==> src/rtl/csf_defines.svh <==
/*
  Constants of the status flag block: register offsets, bit positions,
  reset values, control bits and bus responses.
  Assumes inclusion by bare name from the modules and the bench.
*/
//----------------------------------------------------------------------
// Function
//----------------------------------------------------------------------
`ifndef CSF_DEFINES_SVH
`define CSF_DEFINES_SVH

// Register byte addresses on the bus
`define CSF_ADDR_STATUS   12'h000
`define CSF_ADDR_ACC      12'h004
`define CSF_ADDR_CTRL     12'h008

// Status byte bit positions
`define CSF_BIT_SC        7
`define CSF_BIT_CZ        6
`define CSF_BIT_TO        5
`define CSF_BIT_PD        4
`define CSF_BIT_OV        3
`define CSF_BIT_Z         2
`define CSF_BIT_AC        1
`define CSF_BIT_C         0

// Bits of the status byte a write to the status register may change
`define CSF_WR_MASK       8'hcf
`define CSF_STATUS_RESET  8'h00
`define CSF_ACC_RESET     8'h00

// Control register bits (write one to pulse)
`define CSF_CTRL_WDCLR    0
`define CSF_CTRL_STOP     1
`define CSF_CTRL_TMO      2

// AXI responses
`define CSF_RESP_OKAY     2'b00
`define CSF_RESP_SLVERR   2'b10

`endif

==> src/rtl/csf_pkg.sv <==
/*
  Types of the status flag block: ALU operation codes and flag record.
  Assumes csf_defines.svh is on the include path.
*/
package csf_pkg;

  // ALU operations offered by the execution unit
  typedef enum logic [3:0] {
    CSF_OP_NONE = 4'h0,  // No operation
    CSF_OP_ADD  = 4'h1,  // Add
    CSF_OP_ADC  = 4'h2,  // Add with carry
    CSF_OP_SUB  = 4'h3,  // Plain subtract
    CSF_OP_SBC  = 4'h4,  // Subtract with borrow
    CSF_OP_AND  = 4'h5,  // Logical and
    CSF_OP_OR   = 4'h6,  // Logical or
    CSF_OP_XOR  = 4'h7,  // Logical xor
    CSF_OP_RLC  = 4'h8,  // Rotate left through carry
    CSF_OP_RRC  = 4'h9,  // Rotate right through carry
    CSF_OP_MOV  = 4'ha   // Load accumulator from operand
  } csf_op_t;

  // Request from the execution unit
  typedef struct packed {
    logic       valid;  // One-cycle strobe
    csf_op_t    op;     // Operation
    logic [7:0] opnd;   // Second operand (first is accumulator)
  } csf_req_t;

  // Flags produced by one ALU operation
  typedef struct packed {
    logic       sc;     // Signed compare
    logic       cz;     // Chained null
    logic       ov;     // Signed wrap
    logic       z;      // Zero
    logic       ac;     // Half carry
    logic       c;      // Carry
    logic [7:0] res;    // Result
  } csf_alu_t;

endpackage

==> src/rtl/csf_status.sv <==
/*
  Status flag register, accumulator and system flags of the core,
  with an AXI4-Lite register port.
  Assumes the execution unit and watchdog run on aclk; the watchdog
  timeout and instruction strobes are one-cycle pulses of that clock.
*/
// Chosen here: the address map and the AXI4-Lite interface to the registers.
`timescale 1ns/1ps
`default_nettype none
`include "csf_defines.svh"

module csf_status
  import csf_pkg::*;
(
  input  wire logic              aclk,          // Core clock
  input  wire logic              aresetn,       // Power-on reset, low
  input  wire csf_pkg::csf_req_t req,           // ALU request
  input  wire logic              wdclr_instr,   // Watchdog clear pulse
  input  wire logic              stop_instr,    // Stop instruction pulse
  input  wire logic              wdt_timeout,   // Watchdog timeout pulse
  output var  logic [7:0]        status_flags,  // Status byte
  output var  logic [7:0]        acc,           // Accumulator
  input  wire logic [11:0]       s_awaddr,      // Write address
  input  wire logic [2:0]        s_awprot,      // Unused protection
  input  wire logic              s_awvalid,     // Write address valid
  output var  logic              s_awready,     // Write address ready
  input  wire logic [31:0]       s_wdata,       // Write data
  input  wire logic [3:0]        s_wstrb,       // Byte strobes
  input  wire logic              s_wvalid,      // Write data valid
  output var  logic              s_wready,      // Write data ready
  output var  logic [1:0]        s_bresp,       // Write response
  output var  logic              s_bvalid,      // Write response valid
  input  wire logic              s_bready,      // Write response ready
  input  wire logic [11:0]       s_araddr,      // Read address
  input  wire logic [2:0]        s_arprot,      // Unused protection
  input  wire logic              s_arvalid,     // Read address valid
  output var  logic              s_arready,     // Read address ready
  output var  logic [31:0]       s_rdata,       // Read data
  output var  logic [1:0]        s_rresp,       // Read response
  output var  logic              s_rvalid,      // Read response valid
  input  wire logic              s_rready       // Read response ready
);

  //--------------------------------------------------------------------
  // Bus front end
  //--------------------------------------------------------------------
  logic        wr_en;    // Commit strobe
  logic [11:0] wr_addr;  // Commit address
  logic [7:0]  wr_data;  // Commit byte
  logic        wr_ok;    // Write address mapped
  logic [11:0] rd_addr;  // Read address
  logic [7:0]  rd_data;  // Read byte
  logic        rd_ok;    // Read address mapped
  logic        prot_unused;  // Protection bits carry no meaning here

  assign prot_unused = ^{s_awprot, s_arprot};

  csf_axil u_axil (
    .aclk    (aclk),
    .aresetn (aresetn),
    .awaddr  (s_awaddr),
    .awvalid (s_awvalid),
    .awready (s_awready),
    .wdata   (s_wdata),
    .wstrb   (s_wstrb),
    .wvalid  (s_wvalid),
    .wready  (s_wready),
    .bresp   (s_bresp),
    .bvalid  (s_bvalid),
    .bready  (s_bready),
    .araddr  (s_araddr),
    .arvalid (s_arvalid),
    .arready (s_arready),
    .rdata   (s_rdata),
    .rresp   (s_rresp),
    .rvalid  (s_rvalid),
    .rready  (s_rready),
    .wr_en   (wr_en),
    .wr_addr (wr_addr),
    .wr_data (wr_data),
    .wr_ok   (wr_ok),
    .rd_addr (rd_addr),
    .rd_data (rd_data),
    .rd_ok   (rd_ok)
  );

  // Address decode
  always_comb begin
    wr_ok = (wr_addr == `CSF_ADDR_STATUS) || (wr_addr == `CSF_ADDR_ACC) ||
            (wr_addr == `CSF_ADDR_CTRL);
    rd_ok = 1'b1;
    unique case (rd_addr)
      `CSF_ADDR_STATUS: rd_data = status_flags;
      `CSF_ADDR_ACC:    rd_data = acc;
      `CSF_ADDR_CTRL:   rd_data = 8'h00;  // Pulse bits read as zero
      default: begin
        rd_data = 8'h00;
        rd_ok   = 1'b0;
      end
    endcase
  end

  //--------------------------------------------------------------------
  // ALU
  //--------------------------------------------------------------------
  csf_alu_t alu;  // Result and flags of the current request

  csf_alu u_alu (
    .op    (req.op),
    .a     (acc),
    .b     (req.opnd),
    .c_in  (status_flags[`CSF_BIT_C]),
    .cz_in (status_flags[`CSF_BIT_CZ]),
    .out   (alu)
  );

  //--------------------------------------------------------------------
  // Flag and accumulator update
  //--------------------------------------------------------------------
  logic [7:0] next_status_flags;  // Next status byte
  logic [7:0] next_acc;           // Next accumulator
  logic       bus_wdclr;          // Software watchdog clear
  logic       bus_stop;           // Software stop
  logic       bus_tmo;            // Software timeout, for test use
  logic       do_op;              // A real ALU operation arrives

  // Call and interrupt entry touch nothing here: saving is software's
  // job, so no stack path exists.
  always_comb begin
    bus_wdclr = wr_en && (wr_addr == `CSF_ADDR_CTRL) &&
                wr_data[`CSF_CTRL_WDCLR];
    bus_stop  = wr_en && (wr_addr == `CSF_ADDR_CTRL) &&
                wr_data[`CSF_CTRL_STOP];
    bus_tmo   = wr_en && (wr_addr == `CSF_ADDR_CTRL) &&
                wr_data[`CSF_CTRL_TMO];
    do_op     = req.valid && (req.op != CSF_OP_NONE);
    next_status_flags = status_flags;
    next_acc          = acc;
    // Status register writes reach only the arithmetic bits
    if (wr_en && (wr_addr == `CSF_ADDR_STATUS)) begin
      next_status_flags = (status_flags & ~`CSF_WR_MASK) |
                          (wr_data & `CSF_WR_MASK);
    end
    if (wr_en && (wr_addr == `CSF_ADDR_ACC)) begin
      next_acc = wr_data;
    end
    // An ALU result wins over a bus write in the same cycle
    if (do_op) begin
      next_acc                     = alu.res;
      next_status_flags[`CSF_BIT_SC] = alu.sc;
      next_status_flags[`CSF_BIT_CZ] = alu.cz;
      next_status_flags[`CSF_BIT_OV] = alu.ov;
      next_status_flags[`CSF_BIT_Z]  = alu.z;
      next_status_flags[`CSF_BIT_AC] = alu.ac;
      next_status_flags[`CSF_BIT_C]  = alu.c;
    end
    // System flags: clear first, set wins over clear
    if (wdclr_instr || bus_wdclr) begin
      next_status_flags[`CSF_BIT_PD] = 1'b0;
      next_status_flags[`CSF_BIT_TO] = 1'b0;
    end
    if (stop_instr || bus_stop) begin
      next_status_flags[`CSF_BIT_TO] = 1'b0;
      next_status_flags[`CSF_BIT_PD] = 1'b1;
    end
    if (wdt_timeout || bus_tmo) begin
      next_status_flags[`CSF_BIT_TO] = 1'b1;
    end
  end

  // Register stage; bit layout fixed by the BIT macros
  always_ff @(posedge aclk) begin
    if (!aresetn) begin
      status_flags <= `CSF_STATUS_RESET;
      acc          <= `CSF_ACC_RESET;
    end else begin
      status_flags <= next_status_flags ^ {7'h00, 1'b0 & prot_unused};
      acc          <= next_acc;
    end
  end

endmodule
`default_nettype wire

==> src/rtl/csf_alu.sv <==
/*
  Combinational 8-bit ALU with flag generation.
  Assumes the accumulator and current flags arrive from the same clock.
*/
`timescale 1ns/1ps
`default_nettype none
`include "csf_defines.svh"

module csf_alu
  import csf_pkg::*;
(
  input  wire csf_pkg::csf_op_t  op,     // Operation
  input  wire logic [7:0]        a,      // Accumulator
  input  wire logic [7:0]        b,      // Operand
  input  wire logic              c_in,   // Current carry
  input  wire logic              cz_in,  // Current chained null
  output var  csf_pkg::csf_alu_t out     // Result and flags
);

  //--------------------------------------------------------------------
  // Arithmetic
  //--------------------------------------------------------------------
  logic [8:0] sum;     // Nine-bit sum with carry out
  logic [4:0] lo;      // Low nibble sum
  logic [7:0] bb;      // Operand, inverted for subtract
  logic       cin;     // Carry into bit 0
  logic       c7;      // Carry into the MSB
  logic       arith;   // Operation is add or subtract

  // Subtract is a + ~b + 1, so carry out means no borrow
  always_comb begin
    bb    = b;
    cin   = 1'b0;
    arith = 1'b1;
    unique case (op)
      CSF_OP_ADD: cin = 1'b0;
      CSF_OP_ADC: cin = c_in;
      CSF_OP_SUB: begin
        bb  = ~b;
        cin = 1'b1;
      end
      CSF_OP_SBC: begin
        bb  = ~b;
        cin = c_in;
      end
      default:    arith = 1'b0;
    endcase
    sum = {1'b0, a} + {1'b0, bb} + {8'h00, cin};
    lo  = {1'b0, a[3:0]} + {1'b0, bb[3:0]} + {4'h0, cin};
    c7  = a[7] ^ bb[7] ^ sum[7];
  end

  //--------------------------------------------------------------------
  // Result and flags
  //--------------------------------------------------------------------
  // Logic operations keep carry unchanged upstream and clear half carry and wrap
  always_comb begin
    out     = '0;
    out.c   = c_in;
    out.cz  = cz_in;
    unique case (op)
      CSF_OP_AND: out.res = a & b;
      CSF_OP_OR:  out.res = a | b;
      CSF_OP_XOR: out.res = a ^ b;
      CSF_OP_MOV: out.res = b;
      CSF_OP_RLC: begin
        out.res = {a[6:0], c_in};
        out.c   = a[7];
      end
      CSF_OP_RRC: begin
        out.res = {c_in, a[7:1]};
        out.c   = a[0];
      end
      default:    out.res = sum[7:0];
    endcase
    if (arith) begin
      out.c  = sum[8];
      out.ac = lo[4];
      out.ov = c7 ^ sum[8];
    end
    out.z  = (out.res == 8'h00);
    out.sc = out.ov ^ out.res[7];
    if (op == CSF_OP_SUB)
      out.cz = out.z;
    else if (op == CSF_OP_SBC)
      out.cz = cz_in & out.z;
  end

endmodule
`default_nettype wire

==> src/rtl/csf_axil.sv <==
/*
  AXI4-Lite slave front end: one write and one read at a time.
  Assumes a single clock and synchronous active-low reset.
*/
`timescale 1ns/1ps
`default_nettype none
`include "csf_defines.svh"

module csf_axil (
  input  wire logic        aclk,     // Clock
  input  wire logic        aresetn,  // Reset, active low
  input  wire logic [11:0] awaddr,   // Write address
  input  wire logic        awvalid,  // Write address valid
  output var  logic        awready,  // Write address ready
  input  wire logic [31:0] wdata,    // Write data
  input  wire logic [3:0]  wstrb,    // Byte strobes
  input  wire logic        wvalid,   // Write data valid
  output var  logic        wready,   // Write data ready
  output var  logic [1:0]  bresp,    // Write response
  output var  logic        bvalid,   // Write response valid
  input  wire logic        bready,   // Write response ready
  input  wire logic [11:0] araddr,   // Read address
  input  wire logic        arvalid,  // Read address valid
  output var  logic        arready,  // Read address ready
  output var  logic [31:0] rdata,    // Read data
  output var  logic [1:0]  rresp,    // Read response
  output var  logic        rvalid,   // Read response valid
  input  wire logic        rready,   // Read response ready
  output var  logic        wr_en,    // Write strobe, one cycle
  output var  logic [11:0] wr_addr,  // Write address
  output var  logic [7:0]  wr_data,  // Write low byte
  input  wire logic        wr_ok,    // Write address mapped
  output var  logic [11:0] rd_addr,  // Read address
  input  wire logic [7:0]  rd_data,  // Read byte
  input  wire logic        rd_ok     // Read address mapped
);

  //--------------------------------------------------------------------
  // State
  //--------------------------------------------------------------------
  logic        aw_have, next_aw_have;  // Address captured
  logic        w_have,  next_w_have;   // Data captured
  logic [11:0] awa,     next_awa;      // Held write address
  logic [7:0]  wd,      next_wd;       // Held write byte
  logic        wd_lane, next_wd_lane;  // Low lane was strobed
  logic        next_awready, next_wready, next_bvalid, next_arready;
  logic        next_rvalid, next_wr_en;
  logic [1:0]  next_bresp, next_rresp;
  logic [31:0] next_rdata;

  // Ready is registered; it falls after each capture
  always_comb begin
    next_aw_have = aw_have;
    next_w_have  = w_have;
    next_awa     = awa;
    next_wd      = wd;
    next_wd_lane = wd_lane;
    next_awready = ~aw_have & ~bvalid;
    next_wready  = ~w_have & ~bvalid;
    next_bvalid  = bvalid;
    next_bresp   = bresp;
    next_wr_en   = 1'b0;
    next_arready = ~rvalid & ~arready;
    next_rvalid  = rvalid;
    next_rdata   = rdata;
    next_rresp   = rresp;
    if (awvalid && awready) begin
      next_aw_have = 1'b1;
      next_awa     = awaddr;
      next_awready = 1'b0;
    end
    if (wvalid && wready) begin
      next_w_have  = 1'b1;
      next_wd      = wdata[7:0];
      next_wd_lane = wstrb[0];
      next_wready  = 1'b0;
    end
    // Both halves present: commit and answer
    if (aw_have && w_have && !bvalid) begin
      next_wr_en   = wd_lane;
      next_bvalid  = 1'b1;
      next_bresp   = wr_ok ? `CSF_RESP_OKAY : `CSF_RESP_SLVERR;
      next_aw_have = 1'b0;
      next_w_have  = 1'b0;
    end
    if (bvalid && bready) begin
      next_bvalid = 1'b0;
    end
    if (arvalid && arready) begin
      next_arready = 1'b0;
      next_rvalid  = 1'b1;
      next_rdata   = {24'h000000, rd_data};
      next_rresp   = rd_ok ? `CSF_RESP_OKAY : `CSF_RESP_SLVERR;
    end else if (rvalid && rready) begin
      next_rvalid = 1'b0;
    end
  end

  assign rd_addr = araddr;
  assign wr_addr = awa;
  assign wr_data = wd;

  // Register stage
  always_ff @(posedge aclk) begin
    if (!aresetn) begin
      aw_have <= 1'b0;
      w_have  <= 1'b0;
      awa     <= 12'h000;
      wd      <= 8'h00;
      wd_lane <= 1'b0;
      awready <= 1'b0;
      wready  <= 1'b0;
      bvalid  <= 1'b0;
      bresp   <= `CSF_RESP_OKAY;
      wr_en   <= 1'b0;
      arready <= 1'b0;
      rvalid  <= 1'b0;
      rdata   <= 32'h00000000;
      rresp   <= `CSF_RESP_OKAY;
    end else begin
      aw_have <= next_aw_have;
      w_have  <= next_w_have;
      awa     <= next_awa;
      wd      <= next_wd;
      wd_lane <= next_wd_lane;
      awready <= next_awready;
      wready  <= next_wready;
      bvalid  <= next_bvalid;
      bresp   <= next_bresp;
      wr_en   <= next_wr_en;
      arready <= next_arready;
      rvalid  <= next_rvalid;
      rdata   <= next_rdata;
      rresp   <= next_rresp;
    end
  end

endmodule
`default_nettype wire

==> config.mk <==
export PLATFORM = sky130hd
export DESIGN_NAME = csf_status
export DESIGN_NICKNAME = d
export VERILOG_FILES = /design/src/rtl/csf_pkg.sv /design/src/rtl/csf_status.sv /design/src/rtl/csf_alu.sv /design/src/rtl/csf_axil.sv
export VERILOG_INCLUDE_DIRS = /design/src /design/src/rtl
export SDC_FILE = /design/constraint.sdc
export NUM_CORES = 1
export LEC_CHECK = 0
export ABC_AREA = 0
export BUFFER_PORTS_ARGS = -buffer_cell sky130_fd_sc_hd__buf_2
export CORE_AREA = 2 2 82 162
export CTS_BUF_LIST = sky130_fd_sc_hd__clkbuf_8
export CTS_CLUSTER_DIAMETER = 100
export DETAILED_ROUTE_END_ITERATION = 8
export DIE_AREA = 0 0 84 164
export PLACE_DENSITY = 0.54
export REMOVE_ABC_BUFFERS = 1
export SYNTH_ARGS = -nofsm -noshare
export SYNTH_HDL_FRONTEND = slang
export SYNTH_SLANG_ARGS = --single-unit
==> constraint.sdc <==
create_clock -name aclk -period 3 [get_ports aclk]
set_input_delay 0.3 -clock aclk [delete_from_list [all_inputs] [get_ports aclk]]
set_output_delay 0.3 -clock aclk [all_outputs]
set_load 0.005 [all_outputs]
# ---- Yosys cells after proc, flatten, opt, wreduce, memory -nomap -nowiden
# Cells that the tools add are included.
# Widths: inputs -> output; s select.
dict set report word_totals {
  elab_cells 123
  reg_bits 57
  output_inout_bits 57
}
dict set report op_classes {
  n_reduce_logical 41
  bitwise 19
  eq_ne 16
  addsub 4
  muxes 23
}
# op n
set op_table {}
lappend op_table {{$pmux 8 s6} 1}
lappend op_table {{$mux 8} 4}
lappend op_table {{$eq 12x3->1 const B} 2}
lappend op_table {{$eq 12x4->1 const B} 2}
lappend op_table {{$logic_not 12->1} 2}
lappend op_table {{$eq 4x3->1 const B} 4}
lappend op_table {{$pmux 8 s2} 1}
lappend op_table {{$logic_and 1x1->1} 14}
lappend op_table {{$reduce_or 2->1} 7}
lappend op_table {{$eq 4x4->1 const B} 3}
lappend op_table {{$mux 2} 6}
lappend op_table {{$add 8x8->9} 1}
lappend op_table {{$add 9x1->9} 1}
lappend op_table {{$and 8x8->8} 1}
lappend op_table {{$eq 4x2->1 const B} 2}
lappend op_table {{$logic_not 8->1} 1}
lappend op_table {{$mux 1} 8}
lappend op_table {{$not 8->8} 1}
lappend op_table {{$or 6x8->8} 1}
lappend op_table {{$or 8x8->8} 1}
lappend op_table {{$reduce_bool 4->1} 2}
lappend op_table {{$xor 8x8->8} 1}
lappend op_table {{$not 1->1} 6}
lappend op_table {{$reduce_and 2->1} 3}
lappend op_table {{other kinds (15)} 28}

# ---- Logic depth before layout (Yosys ltp)
# Gate-level depths: netlist of the first run.
dict set report logic_depth {
  word_depth 11
  mapped_depth 15
  mapped_depth_nobuf 14
}

# ---- Cells and area by module
# From an unflattened synthesis of the first run, not the netlist that was laid out.
dict set report unflattened {
  cells_unflattened 497
  hier_area_um2 4226.6
}
# module cells_per_inst area_each_um2 seq_area_each_um2 instances
set by_module_without_submodules {}
lappend by_module_without_submodules {csf_axil 204 1928.1 780.7 1}
lappend by_module_without_submodules {csf_alu 191 1397.6 0.0 1}
lappend by_module_without_submodules {csf_status 102 900.9 320.3 1}

# ---- Worst setup path before layout of the first run
# OpenSTA, ideal clock, no wires.
dict set report synth_timing {
  path_type {input -> register}
  start {in req[10] in the netlist's numbering}
  end {reg status_flags[2]}
  setup_time_ns 0.070
  path_stages 13
  path_buffers 1
  slack_ns -0.292
  arrival_ns 3.222
  cell_sequence {clkbuf_1 or2_2 a21oi_4 xnor2_1 fa_1 fa_1 nor2b_1 o21ai_0 a21o_1 a31o_1 nor4_1 nand4_1 a21oi_1}
}
dict set report synth_via {
  elab_chain_cells 8
  word_cells_on_any_way 21
}
# element line
set synth_lines {}
lappend synth_lines {{start: declaration} csf_status.sv:17} ;# input wire csf_pkg::csf_req_t req,
lappend synth_lines {{$eq 4x3->1 or $eq 4x2->1 (tied branches)} csf_alu.sv:35} ;# unique case (op)
lappend synth_lines {{$reduce_or 2->1 (no source line)} --}
lappend synth_lines {{$mux 8} --}
lappend synth_lines {{$add 8x8->9} csf_alu.sv:48} ;# sum = {1'b0, a} + {1'b0, bb} + {8'h00, cin};
lappend synth_lines {{$add 9x1->9} csf_alu.sv:48}
lappend synth_lines {{$pmux 8 s6} csf_alu.sv:61} ;# unique case (op)
lappend synth_lines {{$logic_not 8->1} csf_alu.sv:81} ;# out.z = (out.res == 8'h00);
lappend synth_lines {{$mux 4} csf_status.sv:148} ;# if (do_op) begin
lappend synth_lines {{end signal: assignment} csf_status.sv:174} ;# status_flags <= `CSF_STATUS_RESET;
lappend synth_lines {{end signal: assignment} csf_status.sv:177} ;# status_flags <= next_status_flags ^ {7'h00, 1'b0 & prot_unused};
lappend synth_lines {{end: declaration} csf_status.sv:21} ;# output var logic [7:0] status_flags,
# Several ways; a longest one is shown, not always the timed one.
# A chain may end at the register's enable or synchronous reset.

# ---- Final worst setup path of the first run
dict set report layout_timing {
  start {in req[8] in the netlist's numbering}
  end {reg status_flags[2]}
}
# Same word-level chain as after synthesis.

==> flow_summary_export.csv, run 1 <==
group,metric,value,unit
outcome,outcome,"completed",
final_layout,drive_gt1_frac,0.253,
grt,use_met1,0.163,
grt,gr-usage-met3,0.0276,
yosys,synth-xor-area-share,0.0247,
worst_setup_path,reg2reg_depth,12,
power,leakage,0.00211,uW
sta,timing.final.crit_share,0.952,
drt,drt_iter0_drc,152,
yosys,synth_compound_area_frac,0.248,
cts,cts_tree,"done",
yosys,yosys-top-cells-area,"dfxtp_1, ha_1, a21oi_1",
yosys,synth-adder-area-share,0.0840,
drt,route.antenna.remaining_nets,0,
grt,grt_pass1_vias,3755,
floorplanning,die-area,13800,sq um
floorplanning,die_y,164,microns
sta,finClkSkew,0.0152,ns
floorplanning,die_w,84,microns
drt,wl_per_cell,16.5,microns
floorplanning,start_util,0.311,
final_layout,fillers,1365,
floorplanning,io_pins,146,
final_layout,area_growth,21.1,%
yosys,ys_seq_area_frac,0.282,
grt,globalRoute.totalOverflow,0,
grt,grt_max_degree,32,
sta,hold_viol_final,0,
final_layout,layout_common_cells,"buf_2, nand2_1, dfxtp_1",
floorplanning,row_count,58,
cts,cts_buffer_depth,2,
yosys,ys_seq_elements,55,
grt,grtUsageTotal,0.178,
sta,min_period,2.86,ns
hold_path,whs_path_depth,3,
yosys,async_flop_share,0,
yosys,synth_ff_type,"dfxtp_1",
cts,path_clk_slew,0.11,ns
drt,drc,0,
final_layout,finalCoreUtilization,0.376,
yosys,synthCells,494,
grt,busiest_layer,"met2",
yosys,muxShareOfSynthArea,0.0411,
sta,drv_slew,0,
power,p_per_area,415,nW/um^2
sta,tightest_slew,0.658,ns
worst_setup_path,timing.rr.start,"status_flags[0]$_SDFFE_PN0P_",
cts,root_buffer,"clkbuf_8",
worst_setup_path,cp.required,3.26,ns
drt,firstDrtPassIters,8,
worst_setup_path,cp-end-kind,"flip-flop",
job,maxCapViolations,0,
floorplanning,core-area,12600,sq um
yosys,synth_top_family_by_area,"compound AO/OA/AOI/OAI gates",
sta,max_freq,350,MHz
worst_setup_path,critPathLaunchType,"primary input",
drt,routed_wl,12300,microns
final_layout,nets,706,
final_layout,diodes,0,
cts,cts_sinks,55,
place,dp_hpwl,10100,microns
hold_path,min_to,"u_axil.wr_data[4]$_SDFFE_PN0P_",
worst_setup_path,cp_max_fo,5,
sta,rsz0062_at_grt,"no",
grt,grt_pass1_wl,19200,microns
cts,cts_buffers,5,
cts,clock_latency,0.32,ns
power,power,1960,uW
yosys,synthSimpleGateAreaFrac,0.211,
hold_path,hp-start,"s_wdata[4]",
hold_path,hold_path_class,"primary input to flip-flop",
yosys,synth_edf_count,0,
worst_setup_path,r2r_slack,0.32,ns
worst_setup_path,r2r_end,"status_flags[2]$_SDFFE_PN0P_",
yosys,synth_top_cell_by_area,"dfxtp_1",
sta,setup_viol_count_final,0,
grt,antenna_found_initial,0,
yosys,synth_cell_types,68,
cts,htreeDepth,2,
place,gp_routability_congestion,0.894,
yosys,syn_avg_cell_area,7.90,sq um
yosys,synth_top_area_share,0.282,
final_layout,final_common_cell,"buf_2",
drt,routed_via_density,5.16,
yosys,ys_warn_count,0,
worst_setup_path,crit_arrival,3.12,ns
grt,grtUsageMet2,0.359,
place,port_buffers,86,
yosys,syn_area,3900,sq um
power,ir_worst_vdd,0.499,mV
worst_setup_path,crit_type,"primary input to flip-flop",
drt,dr_total_vias,3831,
sta,relSlewSlack,0.561,
[registers in the layout, summed over array words and instances (netlist names)]
name,count
status_flags,8
u_axil.w_have,1
u_axil.wr_en,1
u_axil.wr_data,8
u_axil.wd_lane,1
u_axil.rdata,8
acc,8
u_axil.rvalid,1
u_axil.awready,1
u_axil.bvalid,1
u_axil.wr_addr,12
u_axil.arready,1
u_axil.bresp,1
u_axil.wready,1
u_axil.aw_have,1
u_axil.rresp,1
[area by class of cell]
type,count,area [sq um],share of cell area
inverters,23,86.3,0.0183
clock inverters,2,38.8,0.00821
multi-input cells,386,2530,0.535
well taps,150,188,0.0397
repair buffers,121,701,0.148
clock buffers,6,82.6,0.0175
flip-flops and latches,55,1100,0.233
[layer usage]
metal,part of all wire,routed length [microns],vias up
met5,0,0,-
met4,0.055,680,0
met3,0.040,485,34
met2,0.57,6990,125
met1,0.34,4110,1783
li1,-,-,1889
[critical path, stage by stage]
cell	delay, ns
buf_2	0.13
nand2_2	0.10
or2_4	0.26
a21oi_4	0.20
xnor2_2	0.09
fa_2	0.38
fa_2	0.36
nor2b_2	0.14
o31a_1	0.19
o211a_1	0.15
a221oi_1	0.04
buf_4	0.17
nor4_4	0.24
nand4_1	0.18
a21oi_1	0.19
[synthesized netlist by cell type (3+ instances only)]
master    instances
a21o_1            4
a32o_1            3
a32oi_1           3
buf_4            29
a22o_1            4
inv_1            22
o21a_1            5
nor2b_1           7
dfxtp_1          55
nor2_1           35
nand3_1           8
mux2i_1          16
a22oi_1           5
nand2b_1          5
xnor2_1          10
clkbuf_1         19
a211oi_1          9
or2_2             3
o21ai_1           6
nor3b_1           4
o31a_1            6
buf_2             5
nand3b_1          4
nand2_1          65
nor4_1            3
and3b_1           3
a21oi_1          49
nor3_1           12
o21ai_0          18
ha_1             23
o211a_1           6
[repair_timing]
action	CTS	global route
hold buffers	0	0
pin swaps	4	4
endpoints found under the hold margin	0	0
setup buffers	1	4
endpoints found under the setup margin	2	6
gates cloned	0	0
resized for setup	3	11
[cells by family after synthesis]
kind of cell             Yosys count
flip-flops                        55
buffers and inverters             78
AO/OA/AOI/OAI                    143
AND/OR/NAND/NOR                  165
adder cells (fa/ha/maj)           25
XOR/XNOR                          11
other                              1
multiplexers                      16
[report_power, final]
group	leakage (uW)	switching (uW)	internal, uW
clock network	0.0000618	252	275
logic	0.00160	327	281
registers	0.000450	55.7	772
total	0.00211	635	1330
[how the worst max path moves through the flow]
stage	slack, ns	start	to	depth (start not counted)
6_report	0.14	req[8]	status_flags[2]$_SDFFE_PN0P_	15
5_1_grt	0.02	req[8]	status_flags[6]$_SDFFE_PN0P_	16
4_1_cts	0.05	req[8]	status_flags[2]$_SDFFE_PN0P_	16
3_5_place_dp	-0.37	req[8]	status_flags[2]$_SDFFE_PN0P_	14
3_3_place_gp	-0.29	req[8]	status_flags[2]$_SDFFE_PN0P_	14
2_1_floorplan	-0.19	req[9]	status_flags[2]$_SDFFE_PN0P_	13
[stage by stage]
step                      worst slack (ns)  cells  TNS (ns)  hold slack [ns]  area, sq um
after global routing                0.0168    743         0            0.207         4720
after detailed placement            -0.370    730     -1.80            0.442         4510
after floorplan                     -0.187    464    -0.552            0.415         3660
after CTS                           0.0481    739         0            0.199         4650
final                                0.144    743         0            0.206         4720
after global placement              -0.293    730     -1.47            0.435         4510
Note: power is estimated with default switching activity, not from simulation.
==> inputs of run 2 (changes only) <==
Settings changed: REMOVE_ABC_BUFFERS 1 to unset.
==> flow_summary_export.csv, run 2 (synthesis results as in run 1) <==
group,metric,value,unit
worst_setup_path,cp.required,3.23,ns
floorplanning,die_w,84,microns
cts,htreeDepth,2,
hold_path,min_to,"u_axil.wr_addr[5]$_SDFFE_PN0P_",
place,gp_routability_congestion,0.860,
power,p_per_area,392,nW/um^2
job,maxCapViolations,0,
drt,dr_total_vias,3827,
final_layout,drive_gt1_frac,0.253,
final_layout,fillers,1360,
drt,firstDrtPassIters,4,
drt,wl_per_cell,16.7,microns
sta,max_freq,347,MHz
hold_path,whs_path_depth,3,
final_layout,area_growth,19.9,%
cts,post-cts-setup-buffer-count,0,
final_layout,nets,707,
drt,routed.top_layer,"met4",
final_layout,final_common_cell,"buf_2",
sta,min_period,2.88,ns
grt,grt_pass1_wl,19500,microns
sta,finClkSkew,0.00890,ns
final_layout,finalCoreUtilization,0.373,
worst_setup_path,r2r_end,"status_flags[2]$_SDFFE_PN0P_",
drt,drc,0,
worst_setup_path,timing.rr.start,"acc[0]$_SDFFE_PN0P_",
cts,cts_tree,"done",
hold_path,hold_path_class,"primary input to flip-flop",
drt,wl_met2,7070,microns
outcome,outcome,"completed",
worst_setup_path,r2r_slack,0.20,ns
worst_setup_path,crit_type,"primary input to flip-flop",
cts,cts_sinks,55,
final_layout,layout_common_cells,"buf_2, nand2_1, dfxtp_1",
power,ir_worst_vdd,0.448,mV
cts,cts_buffer_depth,2,
drt,drt_iter0_drc,121,
final_layout,finalInstanceArea,4680,sq um
drt,routed_via_density,5.16,
floorplanning,core-area,12600,sq um
sta,drv_slew,0,
power,leakage,0.00209,uW
cts,path_clk_slew,0.09,ns
worst_setup_path,reg2reg_depth,10,
worst_setup_path,cp-end-kind,"flip-flop",
grt,grtUsageTotal,0.178,
place,dp_hpwl,10100,microns
sta,tightest_slew,0.732,ns
drt,dr_wl_met3,443,microns
sta,setup_viol_count_final,0,
drt,routed_wl,12400,microns
final_layout,diodes,0,
sta,tns,0,ns
floorplanning,die-area,13800,sq um
grt,grt_max_degree,26,
drt,wl_met1,4280,microns
hold_path,hp-start,"s_awaddr[5]",
place,port_buffers,86,
worst_setup_path,crit_arrival,3.11,ns
cts,hold_buffers,0,
grt,antenna_found_initial,0,
grt,grt_pass1_vias,3935,
drt,route.antenna.remaining_nets,0,
sta,timing.final.crit_share,0.959,
grt,globalRoute.totalOverflow,0,
worst_setup_path,cp_max_fo,4,
cts,cts_buffers,5,
worst_setup_path,critPathLaunchType,"primary input",
sta,relSlewSlack,0.512,
cts,clock_latency,0.31,ns
place,placed_area,4570,sq um
floorplanning,die_y,164,microns
floorplanning,io_pins,146,
sta,hold_viol_final,0,
cts,root_buffer,"clkbuf_8",
final_layout,largest_register_ffs,12,
floorplanning,start_util,0.311,
floorplanning,row_count,58,
-- run 2: stage by stage --
stage          cells  hold slack, ns  total power (uW)  setup WS [ns]
2_1_floorplan    519           0.431              1210         0.0279
3_5_place_dp     736           0.440              1450         -0.203
5_1_grt          742           0.223              1950        -0.0138
4_1_cts          742           0.215              1830          0.112
6_report         742           0.228              1830          0.122
3_3_place_gp     736           0.432              1430         -0.157
-- run 2: routing by layer --
layer,up-vias,global-route usage
li1,1885,-
met1,1797,0.165
met2,112,0.359
met3,33,0.0226
met4,0,0.103
met5,-,0
-- run 2: worst max-delay path by stage --
stage                                         endpoint  slack [ns]     from  depth (start not counted)
after floorplan           status_flags[2]$_SDFFE_PN0P_        0.03  req[10]                         13
after global placement    status_flags[6]$_SDFFE_PN0P_       -0.16   req[9]                         15
after detailed placement  status_flags[6]$_SDFFE_PN0P_       -0.20   req[9]                         15
after CTS                 status_flags[2]$_SDFFE_PN0P_        0.11   req[9]                         15
after global routing      status_flags[7]$_SDFFE_PN0P_       -0.01   req[9]                         14
final                     status_flags[2]$_SDFFE_PN0P_        0.12   req[9]                         15
-- run 2: timing repair --
action / in CTS / in global routing
hold endpoints to repair: 0 / 0
endpoints found under the setup margin: 0 / 3
resized for setup: 0 / 7
-- run 2: area by class of cell --
cell class                      instances  area, sq um  share of cell area
Tap cell                              150          188              0.0401
Sequential cell                        55         1100               0.235
Inverter                               23         86.3              0.0185
Multi-Input combinational cell        386         2530               0.540
Clock buffer                            5         68.8              0.0147
Timing Repair Buffer                  122          701               0.150
Clock inverter                          1         7.51             0.00160
-- run 2: report_power, final --
part	leakage, uW	internal [uW]	switching [uW]
Combinational	0.00160	290	330
Sequential	0.000450	771	55.8
Clock	0.0000361	156	229
-- run 2: worst max-delay path, stage by stage --
cell	delay, ns
buf_2	0.12
inv_1	0.06
buf_4	0.13
o21ai_0	0.16
nand2_1	0.07
a21o_1	0.19
fa_2	0.40
fa_2	0.39
nor2b_2	0.15
o21ai_1	0.09
a21o_1	0.19
a31o_1	0.24
nor4_2	0.17
nand4_1	0.24
a21oi_1	0.21
